## config.mk

```make
export PLATFORM = sky130hd
export DESIGN_NAME = rst_tracker
export DESIGN_NICKNAME = d
export VERILOG_FILES = /design/src/rtl/rst_master_clear_pin_filter.v /design/src/rtl/rst_tracker.v
export VERILOG_INCLUDE_DIRS = /design/src /design/src/rtl
export SDC_FILE = /design/constraint.sdc
export NUM_CORES = 1
export LEC_CHECK = 0
export BUFFER_PORTS_ARGS = -buffer_cell sky130_fd_sc_hd__buf_2
export CORE_AREA = 10 10 94 96
export CTS_BUF_LIST = sky130_fd_sc_hd__clkbuf_4 sky130_fd_sc_hd__clkbuf_8
export DETAILED_ROUTE_END_ITERATION = 12
export DIE_AREA = 0 0 104 106
export GPL_ROUTABILITY_DRIVEN = 0
export PLACE_DENSITY = 0.77
export SYNTH_ARGS = -nofsm -noshare
export SYNTH_HDL_FRONTEND = slang
export SYNTH_SLANG_ARGS = --single-unit
export TNS_END_PERCENT = 100
```

## constraint.sdc

```tcl
create_clock -name clk -period 1.7 [get_ports clk]
set_input_delay 0.255 -clock clk [delete_from_list [all_inputs] [get_ports clk]]
set_output_delay 0.255 -clock clk [all_outputs]
set_load 0.02 [all_outputs]
```

## src/rtl/rst_defs.vh

```
`ifndef RST_DEFS_VH
`define RST_DEFS_VH

// Register byte offsets (low address byte)
`define RST_ADDR_CTRL 8'h00
`define RST_ADDR_CFG 8'h04
`define RST_ADDR_CAUSE 8'h08

// Reset cause and control bit positions
`define RST_B_PRIO 7
`define RST_B_SWBO 6
`define RST_B_MISM 5
`define RST_B_RINS 4
`define RST_B_TO 3
`define RST_B_PDN 2
`define RST_B_POR 1
`define RST_B_BRWN 0

// Value after power-on and software writable bits
`define RST_CTRL_POR_VAL 8'h7c
`define RST_CTRL_SW_MASK 8'hf3

// Brown-out configuration fields
`define RST_CFG_EN_HI 1
`define RST_CFG_EN_LO 0
`define RST_CFG_PWR_HI 3
`define RST_CFG_PWR_LO 2
`define RST_CFG_VSEL_HI 5
`define RST_CFG_VSEL_LO 4
`define RST_CFG_RST_VAL 6'h03

// Brown-out enable encodings
`define RST_BOEN_OFF 2'h0
`define RST_BOEN_SW 2'h1
`define RST_BOEN_RUN 2'h2
`define RST_BOEN_ON 2'h3

// Brown-out power modes
`define RST_BPWR_HIGH 2'h0
`define RST_BPWR_MED 2'h1
`define RST_BPWR_LOW 2'h2
`define RST_BPWR_ZERO 2'h3

// Core power-managed modes
`define RST_PM_FULL 2'h0
`define RST_PM_RUN 2'h1
`define RST_PM_IDLE 2'h2

// Last reset cause bit positions, one bit per cause
`define RST_C_POR 0
`define RST_C_PIN_RUN 1
`define RST_C_PIN_PM 2
`define RST_C_WDOG 3
`define RST_C_MISM 4
`define RST_C_BRWN 5
`define RST_C_RINS 6
`define RST_C_STKFUL 7
`define RST_C_STKUNF 8
`define RST_C_ARMED 9
`define RST_C_PINLVL 10
`define RST_CAUSE_W 11

// Bus encodings
`define RST_HTRANS_ACT_BIT 1
`define RST_WORD_W 32
`define RST_BYTE_W 8

// Timing
`define RST_CLK_MHZ 100
`define RST_PIN_FILT_NS 200
`define RST_PIN_FILT_CYC ((`RST_PIN_FILT_NS * `RST_CLK_MHZ + 999) / 1000)
// Stretch of 1000 ns at 100 MHz, sized to the counter width
`define RST_HOLD_CYC 8'd100
`define RST_CNT_W 8

`endif

```

## src/rtl/rst_master_clear_pin_filter.v

```verilog
`timescale 1ns/1ps
`default_nettype none
`include "rst_defs.vh"
module rst_pin_filter (
  // Clock and reset
  input wire clk,
  input wire nrst,
  // Raw pin level, low requests reset
  input wire pin_in,
  // Filtered reset request
  output wire asserted
);

  reg asserted_q;
  reg [`RST_CNT_W-1:0] cnt_q;
  wire differ;

  // Pin disagrees with the filtered state
  assign differ = (~pin_in) != asserted_q;

  // Only a level stable for the full filter time flips the state
  always @(posedge clk or negedge nrst)
  begin
    if (!nrst)
    begin
      asserted_q <= 1'b0;
      cnt_q <= {`RST_CNT_W{1'b0}};
    end
    else if (!differ)
      cnt_q <= {`RST_CNT_W{1'b0}};
    else if (cnt_q == `RST_PIN_FILT_CYC - 1)
    begin
      asserted_q <= ~asserted_q;
      cnt_q <= {`RST_CNT_W{1'b0}};
    end
    else
      cnt_q <= cnt_q + 1'b1;
  end

  assign asserted = asserted_q;

endmodule
`default_nettype wire

```

## src/rtl/rst_tracker.v

```verilog
// How it works
// - Nine reset causes are told apart in a last-cause register, one bit per cause.
// - Five low flags are changed by hardware events; software can restore bits 4, 1 and 0, not bits 3 and 2.
// - Bit 7 enables interrupt priority levels; resets to 0, read/write.
// - Bit 6 steers brown-out only when enable field is 01, else reads 0.
// - Bit 5 cleared by configuration mismatch reset; set again by software, brown-out or power-on reset.
// - Bit 4 cleared by reset instruction; set again by firmware, brown-out or power-on reset.
// - Bit 3 set by power-up, watchdog clear or sleep; cleared by watchdog time-out.
// - Bit 2 set by power-up or watchdog clear; cleared by sleep instruction.
// - Bit 1 cleared on power-on reset only; never set by hardware.
// - Bit 0 cleared by brown-out reset; only firmware sets it.
// - Master-clear pin held low forces reset; short pulses are filtered out.
// - The master-clear pin is never driven by any internal reset.
// - Supply-good rising while armed produces an internal power-on reset.
// - A two-bit field selects high, medium, low or zero-power brown-out mode.
// - Non-zero modes: brown-out resets the device; voltage field picks trip level.
// - Brown-out enabled by the enable field; the software bit takes part only when the field is 01.
// - Zero-power mode never resets on the trip itself; it re-arms power-on detection, so a power-on reset follows when the trip ends.
`timescale 1ns/1ps
`default_nettype none
`include "rst_defs.vh"
module rst_tracker (
  // Clock and true power-on reset
  input wire clk,
  input wire nrst,
  // AHB-Lite slave
  input wire hsel,
  input wire [31:0] haddr,
  input wire [1:0] htrans,
  input wire hwrite,
  input wire [2:0] hsize,
  input wire [31:0] hwdata,
  input wire hready,
  output wire [31:0] hrdata,
  output wire hreadyout,
  output wire hresp,
  // Master-clear pin, input only
  input wire master_clear_pin_in,
  output wire master_clear_pin_out,
  output wire master_clear_pin_oe,
  // Supply monitors
  input wire supply_good,
  input wire brownout_trip,
  output wire [1:0] brownout_power_sel,
  output wire [1:0] brownout_voltage_sel,
  output wire brownout_monitor_en,
  // Core events, one-cycle pulses except pm_mode
  input wire [1:0] pm_mode,
  input wire watchdog_timeout,
  input wire cfg_mismatch,
  input wire reset_instr,
  input wire watchdog_clear_instr,
  input wire sleep_instr,
  input wire stack_full,
  input wire stack_underflow,
  // Reset and control outputs
  output wire int_rst_n,
  output wire irq_priority_enable
);

  reg [`RST_BYTE_W-1:0] ctrl_q;
  reg [`RST_BYTE_W-1:0] ctrl_d;
  reg [5:0] cfg_q;
  reg [`RST_CAUSE_W-3:0] cause_q;
  reg [`RST_CAUSE_W-3:0] cause_d;
  reg por_armed_q;
  reg por_armed_d;
  reg pin_q;
  reg bo_act_q;
  reg [`RST_CNT_W-1:0] hold_q;
  reg [1:0] rel_q;
  reg wr_q;
  reg [7:0] addr_q;
  reg [31:0] hrdata_q;
  reg [31:0] rd_d;
  wire pin_filt;
  wire addr_ok;
  wire wr_ctrl;
  wire wr_cfg;
  wire [1:0] bo_en_cfg;
  wire zero_pwr;
  wire sleeping;
  wire bo_active;
  wire por_ev;
  wire bo_ev;
  wire pin_ev;
  wire wdog_rst_ev;
  wire any_ev;
  wire reset_req;
  wire [`RST_BYTE_W-1:0] ctrl_rd;

  // Master-clear noise filter
  // filter pin path
  rst_pin_filter u_filt (
    .clk(clk),
    .nrst(nrst),
    .pin_in(master_clear_pin_in),
    .asserted(pin_filt)
  );

  assign master_clear_pin_out = 1'b0;
  assign master_clear_pin_oe = 1'b0;

  // Bus address phase accepted when selected and active
  assign addr_ok = hsel & hready & htrans[`RST_HTRANS_ACT_BIT];
  assign wr_ctrl = wr_q & (addr_q == `RST_ADDR_CTRL);
  assign wr_cfg = wr_q & (addr_q == `RST_ADDR_CFG);
  assign hreadyout = 1'b1;
  assign hresp = 1'b0;
  assign hrdata = hrdata_q;

  // Configuration fields
  // enable, power mode and voltage select
  assign bo_en_cfg = cfg_q[`RST_CFG_EN_HI:`RST_CFG_EN_LO];
  assign brownout_power_sel = cfg_q[`RST_CFG_PWR_HI:`RST_CFG_PWR_LO];
  assign brownout_voltage_sel = cfg_q[`RST_CFG_VSEL_HI:`RST_CFG_VSEL_LO];
  assign zero_pwr = brownout_power_sel == `RST_BPWR_ZERO;
  assign sleeping = pm_mode == `RST_PM_IDLE;

  assign brownout_monitor_en = (bo_en_cfg == `RST_BOEN_ON) |
    ((bo_en_cfg == `RST_BOEN_RUN) & ~sleeping) |
    ((bo_en_cfg == `RST_BOEN_SW) & ctrl_q[`RST_B_SWBO]);
  assign bo_active = brownout_monitor_en & brownout_trip;

  // Event detection
  // power-on on supply rise
  assign por_ev = supply_good & por_armed_q & ~bo_active;
  assign bo_ev = bo_active & ~bo_act_q & ~zero_pwr;
  assign pin_ev = pin_filt & ~pin_q;
  assign wdog_rst_ev = watchdog_timeout & ~sleeping;
  assign any_ev = por_ev | bo_ev | pin_ev | wdog_rst_ev | cfg_mismatch |
    reset_instr | stack_full | stack_underflow;

  // software enable reads 0 outside 01
  assign ctrl_rd = (bo_en_cfg == `RST_BOEN_SW) ? ctrl_q :
    (ctrl_q & ~(8'h01 << `RST_B_SWBO));

  // Power-on detection arming
  always @*
  begin
    por_armed_d = por_armed_q;
    if (por_ev)
      por_armed_d = 1'b0;
    if (!supply_good)
      por_armed_d = 1'b1;
    if (bo_active & zero_pwr)
      por_armed_d = 1'b1;
  end

  // Reset cause and control register next value; events win over writes
  always @*
  begin
    ctrl_d = ctrl_q;
    if (wr_ctrl)
      ctrl_d = (ctrl_q & ~`RST_CTRL_SW_MASK) | (hwdata[7:0] & `RST_CTRL_SW_MASK);
    if (watchdog_clear_instr)
    begin
      ctrl_d[`RST_B_TO] = 1'b1;
      ctrl_d[`RST_B_PDN] = 1'b1;
    end
    if (sleep_instr)
    begin
      ctrl_d[`RST_B_TO] = 1'b1;
      ctrl_d[`RST_B_PDN] = 1'b0;
    end
    if (watchdog_timeout)
    begin
      ctrl_d[`RST_B_TO] = 1'b0;
      if (sleeping)
        ctrl_d[`RST_B_PDN] = 1'b0;
    end
    // Master clear in power-managed modes
    if (pin_ev & (pm_mode != `RST_PM_FULL))
    begin
      ctrl_d[`RST_B_TO] = 1'b1;
      if (sleeping)
        ctrl_d[`RST_B_PDN] = 1'b0;
    end
    if (cfg_mismatch)
      ctrl_d[`RST_B_MISM] = 1'b0;
    if (reset_instr)
      ctrl_d[`RST_B_RINS] = 1'b0;
    if (bo_ev)
    begin
      ctrl_d[`RST_B_MISM] = 1'b1;
      ctrl_d[`RST_B_RINS] = 1'b1;
      ctrl_d[`RST_B_TO] = 1'b1;
      ctrl_d[`RST_B_PDN] = 1'b1;
      ctrl_d[`RST_B_BRWN] = 1'b0;
    end
    if (any_ev)
      ctrl_d[`RST_B_PRIO] = 1'b0;
    if (por_ev)
      ctrl_d = `RST_CTRL_POR_VAL;
  end

  // Last-cause register, cleared by any event; every cause present in that cycle sets its bit
  always @*
  begin
    cause_d = cause_q;
    if (any_ev)
      cause_d = {(`RST_CAUSE_W-2){1'b0}};
    if (stack_underflow)
      cause_d[`RST_C_STKUNF] = 1'b1;
    if (stack_full)
      cause_d[`RST_C_STKFUL] = 1'b1;
    if (reset_instr)
      cause_d[`RST_C_RINS] = 1'b1;
    if (cfg_mismatch)
      cause_d[`RST_C_MISM] = 1'b1;
    if (wdog_rst_ev)
      cause_d[`RST_C_WDOG] = 1'b1;
    if (pin_ev & (pm_mode == `RST_PM_FULL))
      cause_d[`RST_C_PIN_RUN] = 1'b1;
    if (pin_ev & (pm_mode != `RST_PM_FULL))
      cause_d[`RST_C_PIN_PM] = 1'b1;
    if (bo_ev)
      cause_d[`RST_C_BRWN] = 1'b1;
    if (por_ev)
      cause_d[`RST_C_POR] = 1'b1;
  end

  // Read data for the address phase, latched for the data phase
  always @*
  begin
    rd_d = 32'h0000_0000;
    case (haddr[7:0])
      `RST_ADDR_CTRL: rd_d[7:0] = ctrl_rd;
      `RST_ADDR_CFG: rd_d[5:0] = cfg_q;
      `RST_ADDR_CAUSE:
      begin
        rd_d[`RST_CAUSE_W-3:0] = cause_q;
        rd_d[`RST_C_ARMED] = por_armed_q;
        rd_d[`RST_C_PINLVL] = pin_filt;
      end
      default: rd_d = 32'h0000_0000;
    endcase
  end

  // Bus phase tracking and read data register
  always @(posedge clk or negedge nrst)
  begin
    if (!nrst)
    begin
      wr_q <= 1'b0;
      addr_q <= 8'h00;
      hrdata_q <= 32'h0000_0000;
    end
    else
    begin
      wr_q <= addr_ok & hwrite;
      addr_q <= haddr[7:0];
      if (addr_ok & ~hwrite)
        hrdata_q <= rd_d;
    end
  end

  // Flag, configuration and event-state registers
  always @(posedge clk or negedge nrst)
  begin
    if (!nrst)
    begin
      ctrl_q <= `RST_CTRL_POR_VAL;
      cfg_q <= `RST_CFG_RST_VAL;
      cause_q <= {(`RST_CAUSE_W-2){1'b0}};
      por_armed_q <= 1'b1;
      pin_q <= 1'b0;
      bo_act_q <= 1'b0;
    end
    else
    begin
      ctrl_q <= ctrl_d;
      cause_q <= cause_d;
      por_armed_q <= por_armed_d;
      pin_q <= pin_filt;
      bo_act_q <= bo_active;
      if (wr_cfg)
        cfg_q <= hwdata[5:0];
    end
  end

  // Reset stretch counter for pulse sources
  always @(posedge clk or negedge nrst)
  begin
    if (!nrst)
      hold_q <= `RST_HOLD_CYC;
    else if (any_ev)
      hold_q <= `RST_HOLD_CYC;
    else if (hold_q != {`RST_CNT_W{1'b0}})
      hold_q <= hold_q - 1'b1;
  end

  assign reset_req = pin_filt | (bo_active & ~zero_pwr) | ~supply_good |
    (hold_q != {`RST_CNT_W{1'b0}});

  always @(posedge clk or negedge nrst)
  begin
    if (!nrst)
      rel_q <= 2'b00;
    else if (reset_req)
      rel_q <= 2'b00;
    else
      rel_q <= {rel_q[0], 1'b1};
  end

  assign int_rst_n = rel_q[1];
  assign irq_priority_enable = ctrl_q[`RST_B_PRIO];

endmodule
`default_nettype wire

```

==> Yosys cells after proc, flatten, opt, wreduce, memory -nomap -nowiden <==
Index checks and enable logic that the tools add are counted.
{ "op_classes": {"muxes": 35, "bitwise_logic": 41, "add_sub_neg": 2, "n_eq_ne": 11, "reduce_logical": 22} }
{ "op_table": {"columns": ["cell", "count"], "rows": [
  ["$mux W8", 6],
  ["$reduce_bool A2 Y1", 12],
  ["$and A1 B1 Y1", 19],
  ["$mux W1", 18],
  ["$pmux W6 S3", 1],
  ["$eq A8 B3 Y1 const B", 2],
  ["$logic_not A8 Y1", 2],
  ["$or A1 B1 Y1", 12],
  ["$mux W2", 5],
  ["$mux W9", 1],
  ["$not A1 Y1", 9],
  ["$add A8 B1 Y8 const B", 1],
  ["$eq A2 B2 Y1 const B", 4],
  ["$eq A8 B4 Y1 const B", 1],
  ["$eq A8 B5 Y1 const B", 1],
  ["$or A4 B8 Y8", 1],
  ["$reduce_bool A4 Y1", 2],
  ["$reduce_bool A8 Y1", 1],
  ["$sub A8 B1 Y8 const B", 1],
  ["$mux W7", 1],
  ["$reduce_bool A7 Y1", 1],
  ["$reduce_bool A3 Y1", 2],
  ["$mux W4", 1],
  ["$pmux W2 S2", 1],
  ["other kinds (6)", 6]
]} }
{ "totals": {"regBits": 65, "inputBits": 86, "elab_cells": 138, "out_inout_bits": 43} }

==> Logic depth before layout (Yosys ltp) <==
{ "logic_depth": {"word_depth": 17, "ltp_mapped": 6, "ltp_nobuf": 6} }

==> Modules after synthesis <==
From an unflattened synthesis, not the netlist that was laid out.
{ "hier_totals": {"cells_unflattened": 281, "area_unflattened_um2": 3106.7} }
{ "by_module_without_submodules": {"columns": ["mod", "seq_area_each_um2", "cells_each", "instances", "area_per_inst_um2"], "rows": [
  ["rst_tracker", 1415.1, 239, 1, 2673.8],
  ["rst_pin_filter", 225.2, 42, 1, 432.9]
]} }

==> Worst setup path after synthesis <==
Ideal clock, no wire load.
{ "synth_path": {"path_type": "reg-to-reg", "startpoint": "reg hold_q[0]", "endpoint": "reg rel_q[1]", "path_stages_with_launch": 7, "setup_time_ps": 66, "required_time_ps": 1634, "n_path_buf": 0, "arrival_ps": 1671, "synth_period_minus_slack_ps": 1737, "path_slack_ps": -37, "path_cell_list": "dfrtp_1 > inv_1 > ha_1 > nor4b_2 > nand2_1 > a2111oi_2 > and2_1"} }
{ "synth_via": {"elab_chain_cells": 3} }
{ "synth_lines": {"columns": ["item", "line_no", "text"], "rows": [
  ["start, declared", "rst_tracker.v:70", "reg [`RST_CNT_W-1:0] hold_q;"],
  ["start signal, assigned", "rst_tracker.v:286", "hold_q <= `RST_HOLD_CYC;"],
  ["start signal, assigned", "rst_tracker.v:288", "hold_q <= `RST_HOLD_CYC;"],
  ["start signal, assigned", "rst_tracker.v:290", "hold_q <= hold_q - 1'b1;"],
  ["$reduce_bool A8 Y1", "rst_tracker.v:294", "(hold_q != {`RST_CNT_W{1'b0}});"],
  ["$or A1 B1 Y1", "rst_tracker.v:293", "assign reset_req = pin_filt | (bo_active & ~zero_pwr) | ~supply_good |"],
  ["$mux W2", "rst_tracker.v:300", "else if (reset_req)"],
  ["end signal, assigned", "rst_tracker.v:303", "rel_q <= {rel_q[0], 1'b1};"],
  ["end, declared", "rst_tracker.v:71", "reg [1:0] rel_q;"]
]} }
Every way passes these cells.
A chain may end at the register's enable or synchronous reset.

==> Worst setup path in the final report <==
{ "layout_path": {"startpoint": "reg addr_q[1]", "endpoint": "reg ctrl_q[7]"} }
{ "layout_via": {"elab_chain_cells": 3} }
{ "layout_lines": {"columns": ["item", "line_no", "text"], "rows": [
  ["start, declared", "rst_tracker.v:73", "reg [7:0] addr_q;"],
  ["start signal, assigned", "rst_tracker.v:252", "addr_q <= haddr[7:0];"],
  ["$logic_not A8 Y1 (no source line)", null, null],
  ["$and A1 B1 Y1", "rst_tracker.v:106", "assign wr_ctrl = wr_q & (addr_q == `RST_ADDR_CTRL);"],
  ["$reduce_bool A3 Y1 (no source line)", null, null],
  ["end signal, assigned", "rst_tracker.v:263", "ctrl_q <= `RST_CTRL_POR_VAL;"],
  ["end signal, assigned", "rst_tracker.v:272", "ctrl_q <= ctrl_d;"],
  ["end, declared", "rst_tracker.v:61", "reg [`RST_BYTE_W-1:0] ctrl_q;"]
]} }
Every way passes these cells.

==> results.yml <==
outcome:
  status: "finished, final reports clean"
sta:
  worstMarginPinSlew_ns: 0.475
  timing.max_slew.rel_slack: 0.675
  post-route-period-util: 0.973
  setup_total_negative_slack_ns: 0
  timing.fmax_mhz: 605
  final_period_minus_worst_setup_slack_ns: 1.65
  finalSetupViolations: 0
  final_max_slew_viol_count: 0
  finalClockSkew_ns: 0.00680
  grt_setup_unrepaired: "true"
  final-hold-violation-count: 0
pwr:
  power.density_nw_per_um2: 881
  leakage_nw: 1.80
  irDropWorstVdd_v: 0.000530
worst_setup_path:
  worstSetupEndpoint: "ctrl_q[7]"
  crit_chain: "or4_4 -> nor4_4 -> buf_6 -> mux2i_1 -> nor2_1"
  worstSetupStartpointType: "flip-flop"
  critPathArrivalTime_ns: 1.88
  cp-end-kind: "flip-flop"
  r2r-end: "ctrl_q[7]"
  reg2reg_from: "addr_q[1]"
  setup.worst_path.class: "reg2reg"
  crit_path_top_delay_cell: "sky130_fd_sc_hd__or4_4"
  crit_path_start: "addr_q[1]"
  critPathTopFamily: "simple AND/OR/NAND/NOR gates"
  critical-path-max-stage-delay_ns: 0.57
  crit_required_ns: 1.93
  ff2ff_setup_slack_ns: 0.05
  reg2regPathDepth: 5
  cp_num_cells: 5
  cp_bufs_invs: 1
  timing.critical_path.fanout_max: 6
cts:
  htree_levels: 3
  clk_root_buffer_cell: "sky130_fd_sc_hd__clkbuf_8"
  tritoncts.num_buffers: 9
  insertion_delay_ns: 0.34
  tritoncts: "built"
  cts.clk_slew.worst_paths_ns: 0.07
  post_cts.repair.setup_buffers: 0
  cts.sinks: 65
  cts.path.max_buffers: 2
route:
  detail_route.vias_per_cell: 4.82
  antenna_violating_nets_post_route: 0
  drt-initial-drc-count: 107
  detailed_router_iteration_count_before_antenna_repair: 4
  drt_drc_violations_left: 0
  drt-wirelength-per-cell_um: 14.9
  num_vias: 2215
  drt_wl_total_um: 6860
floorplan:
  placementRows: 31
  die_width_um: 104
  die_area_um2: 11000
  starting_density_of_the_core: 0.431
  core_ar_um2: 7060
  num_io_pins: 129
  die-height_um: 106
logic_synthesis:
  synth_area_per_cell_um2: 10.9
  count_of_flip_flops_with_a_built_in_enable_after_synthesis: 0
  yosys_warnings: 0
  fraction_of_synthesis_flops_using_an_asynchronous_set_or_reset_pin: 1.00
  ys_types: 49
  syn-cell-area_um2: 3040
  synth_sequential_area_ratio: 0.539
  postSynthRegisterBits: 65
  synthesis.instances: 278
  yosys_most_used_dff: "sky130_fd_sc_hd__dfrtp_1"
cells_and_area:
  layout-drive-gt1-share: 0.341
  final_cell_count_no_fill: 460
  finalNetCount: 444
  antenna-diode-count: 0
  syn_to_final_growth_pct: 23.2
global_routing:
  antenna_found_initial: 0
  track_usage: 0.127
  grt_overflow_total: 0
  first_global_vias: 2318
  grt_pass1_wl_um: 11300
  grt_start_max_net_pins: 66
place:
  place.detailed.instances: 443
  numPortBuffers: 51
  dpl.hpwl_um: 5240
min_path:
  hold_class: "in2reg"
run:
  maxCapViolCount: 0
## how the worst min path moves through the flow
| stage | from | to | slack [ns] | cells after the start |
|---|---|---|---|---|
| 2_1_floorplan | nrst | addr_q[0] | -0.04 | 0 |
| 3_3_place_gp | nrst | u_filt.cnt_q[4] | 0.29 | 2 |
| 3_5_place_dp | nrst | u_filt.cnt_q[2] | 0.29 | 2 |
| 4_1_cts | haddr[5] | addr_q[5] | 0.01 | 1 |
| 5_1_grt | haddr[6] | addr_q[6] | 0.009 | 1 |
| 6_report | haddr[5] | addr_q[5] | 0.02 | 1 |
## kinds of logic after synthesis
logic type / Yosys count / share of synthesized area
fa+ha+maj: 2 / 0.00823
flops: 65 / 0.539
compound gates: 52 / 0.117
mux: 20 / 0.0683
buf+inv: 39 / 0.0843
other cells: 2 / 0.00247
xor+xnor: 9 / 0.0259
simple gates: 89 / 0.154
## flip-flops by register name, indices dropped and copies added, names as in the netlist
name and count:
hrdata 11, rel_q 2, pin_q 1, hold_q 8, cfg_q 6, u_filt.cnt_q 8
por_armed_q 1, bo_act_q 1, ctrl_q 8, cause_q 9, u_filt.asserted 1, wr_q 1
addr_q 8
## timing repair
item | in CTS | in global routing
hold buffers | 1 | 0
pin swaps | 2 | 3
hold endpoints to repair | 54 | 0
resized for setup | 4 | 8
setup endpoints to repair | 7 | 21
cloned | 0 | 0
## per-layer routing
metal  vias to the layer above  global-route usage  part of all wire
li1                       1078                   -                 -
met2                        48               0.222              0.53
met3                         8              0.0393             0.046
met5                         -                   0                 0
met1                      1081               0.141              0.42
met4                         0              0.0557             0.010
## layout make-up
class | instances | area, µm²
Fill cell | 647 | 3310
Timing Repair Buffer | 77 | 469
Clock buffer | 10 | 138
Sequential cell | 65 | 1640
Clock inverter | 6 | 57.6
Tap cell | 99 | 124
Multi-Input combinational cell | 197 | 1300
Inverter | 6 | 22.5
## per-stage QoR
stage / utilization / setup slack [ns] / hold WS (ns) / power, mW / instance area, µm²
final: 0.531 / 0.0458 / 0.0242 / 3.30 / 3750
after detailed placement: 0.492 / -0.124 / 0.295 / 2.01 / 3480
after global placement: 0.492 / -0.101 / 0.290 / 2.00 / 3480
after global routing: 0.531 / -0.0622 / 0.00852 / 3.45 / 3750
after floorplan: - / -0.00465 / -0.0406 / 1.90 / 3130
after CTS: 0.526 / 0.0172 / 0.0114 / 3.32 / 3710
## report_power, final
group	internal, mW	switching [mW]	total [mW]
Clock	0.706	0.599	1.31
Combinational	0.132	0.210	0.342
Sequential	1.62	0.0371	1.65
Total	2.45	0.846	3.30
## cell usage after synthesis, types with 2 or more instances
library cell / n / area share
sky130_fd_sc_hd__a22o_1: 6 / 0.017
sky130_fd_sc_hd__nand3_1: 3 / 0.0049
sky130_fd_sc_hd__xor2_1: 5 / 0.014
sky130_fd_sc_hd__o31ai_1: 3 / 0.0074
sky130_fd_sc_hd__nor2b_1: 4 / 0.0082
sky130_fd_sc_hd__clkbuf_1: 3 / 0.0037
sky130_fd_sc_hd__buf_4: 29 / 0.072
sky130_fd_sc_hd__or4_1: 3 / 0.0074
sky130_fd_sc_hd__nand4_1: 2 / 0.0041
sky130_fd_sc_hd__a21oi_1: 12 / 0.020
sky130_fd_sc_hd__conb_1: 2 / 0.0025
sky130_fd_sc_hd__mux2_2: 6 / 0.022
sky130_fd_sc_hd__xnor2_1: 4 / 0.012
sky130_fd_sc_hd__o21ai_0: 11 / 0.018
sky130_fd_sc_hd__a21o_1: 5 / 0.012
sky130_fd_sc_hd__inv_1: 6 / 0.0074
sky130_fd_sc_hd__ha_1: 2 / 0.0082
sky130_fd_sc_hd__mux2i_1: 14 / 0.046
sky130_fd_sc_hd__and3_1: 2 / 0.0041
sky130_fd_sc_hd__dfstp_2: 11 / 0.095
sky130_fd_sc_hd__a211oi_1: 2 / 0.0049
sky130_fd_sc_hd__and2_1: 2 / 0.0041
sky130_fd_sc_hd__nand2b_1: 4 / 0.0082
sky130_fd_sc_hd__o211ai_1: 4 / 0.0099
sky130_fd_sc_hd__dfrtp_1: 54 / 0.44
sky130_fd_sc_hd__nor2_1: 29 / 0.036
sky130_fd_sc_hd__nand2_1: 24 / 0.030
sky130_fd_sc_hd__nor3_1: 5 / 0.0082
## cell usage in the layout (no fill, tap or decap), types with 2 or more instances in the layout
master                      n
sky130_fd_sc_hd__a211oi_1   2
sky130_fd_sc_hd__a21o_1     5
sky130_fd_sc_hd__a21oi_1   12
sky130_fd_sc_hd__a22o_1     6
sky130_fd_sc_hd__and2_1     2
sky130_fd_sc_hd__and3_1     2
sky130_fd_sc_hd__buf_2     51
sky130_fd_sc_hd__buf_4     23
sky130_fd_sc_hd__clkbuf_8  10
sky130_fd_sc_hd__clkinv_2   4
sky130_fd_sc_hd__conb_1    25
sky130_fd_sc_hd__dfrtp_1   54
sky130_fd_sc_hd__dfstp_2   11
sky130_fd_sc_hd__ha_1       2
sky130_fd_sc_hd__inv_1      6
sky130_fd_sc_hd__mux2_2     6
sky130_fd_sc_hd__mux2i_1   13
sky130_fd_sc_hd__nand2_1   21
sky130_fd_sc_hd__nand2_2    2
sky130_fd_sc_hd__nand2b_1   4
sky130_fd_sc_hd__nand3_1    3
sky130_fd_sc_hd__nand4_1    2
sky130_fd_sc_hd__nor2_1    29
sky130_fd_sc_hd__nor2b_1    4
sky130_fd_sc_hd__nor3_1     4
sky130_fd_sc_hd__o211ai_1   4
sky130_fd_sc_hd__o21ai_0   11
sky130_fd_sc_hd__o31ai_1    3
sky130_fd_sc_hd__or4_1      3
sky130_fd_sc_hd__xnor2_1    4
sky130_fd_sc_hd__xor2_1     5
Note: power is estimated with default switching activity, not from simulation.
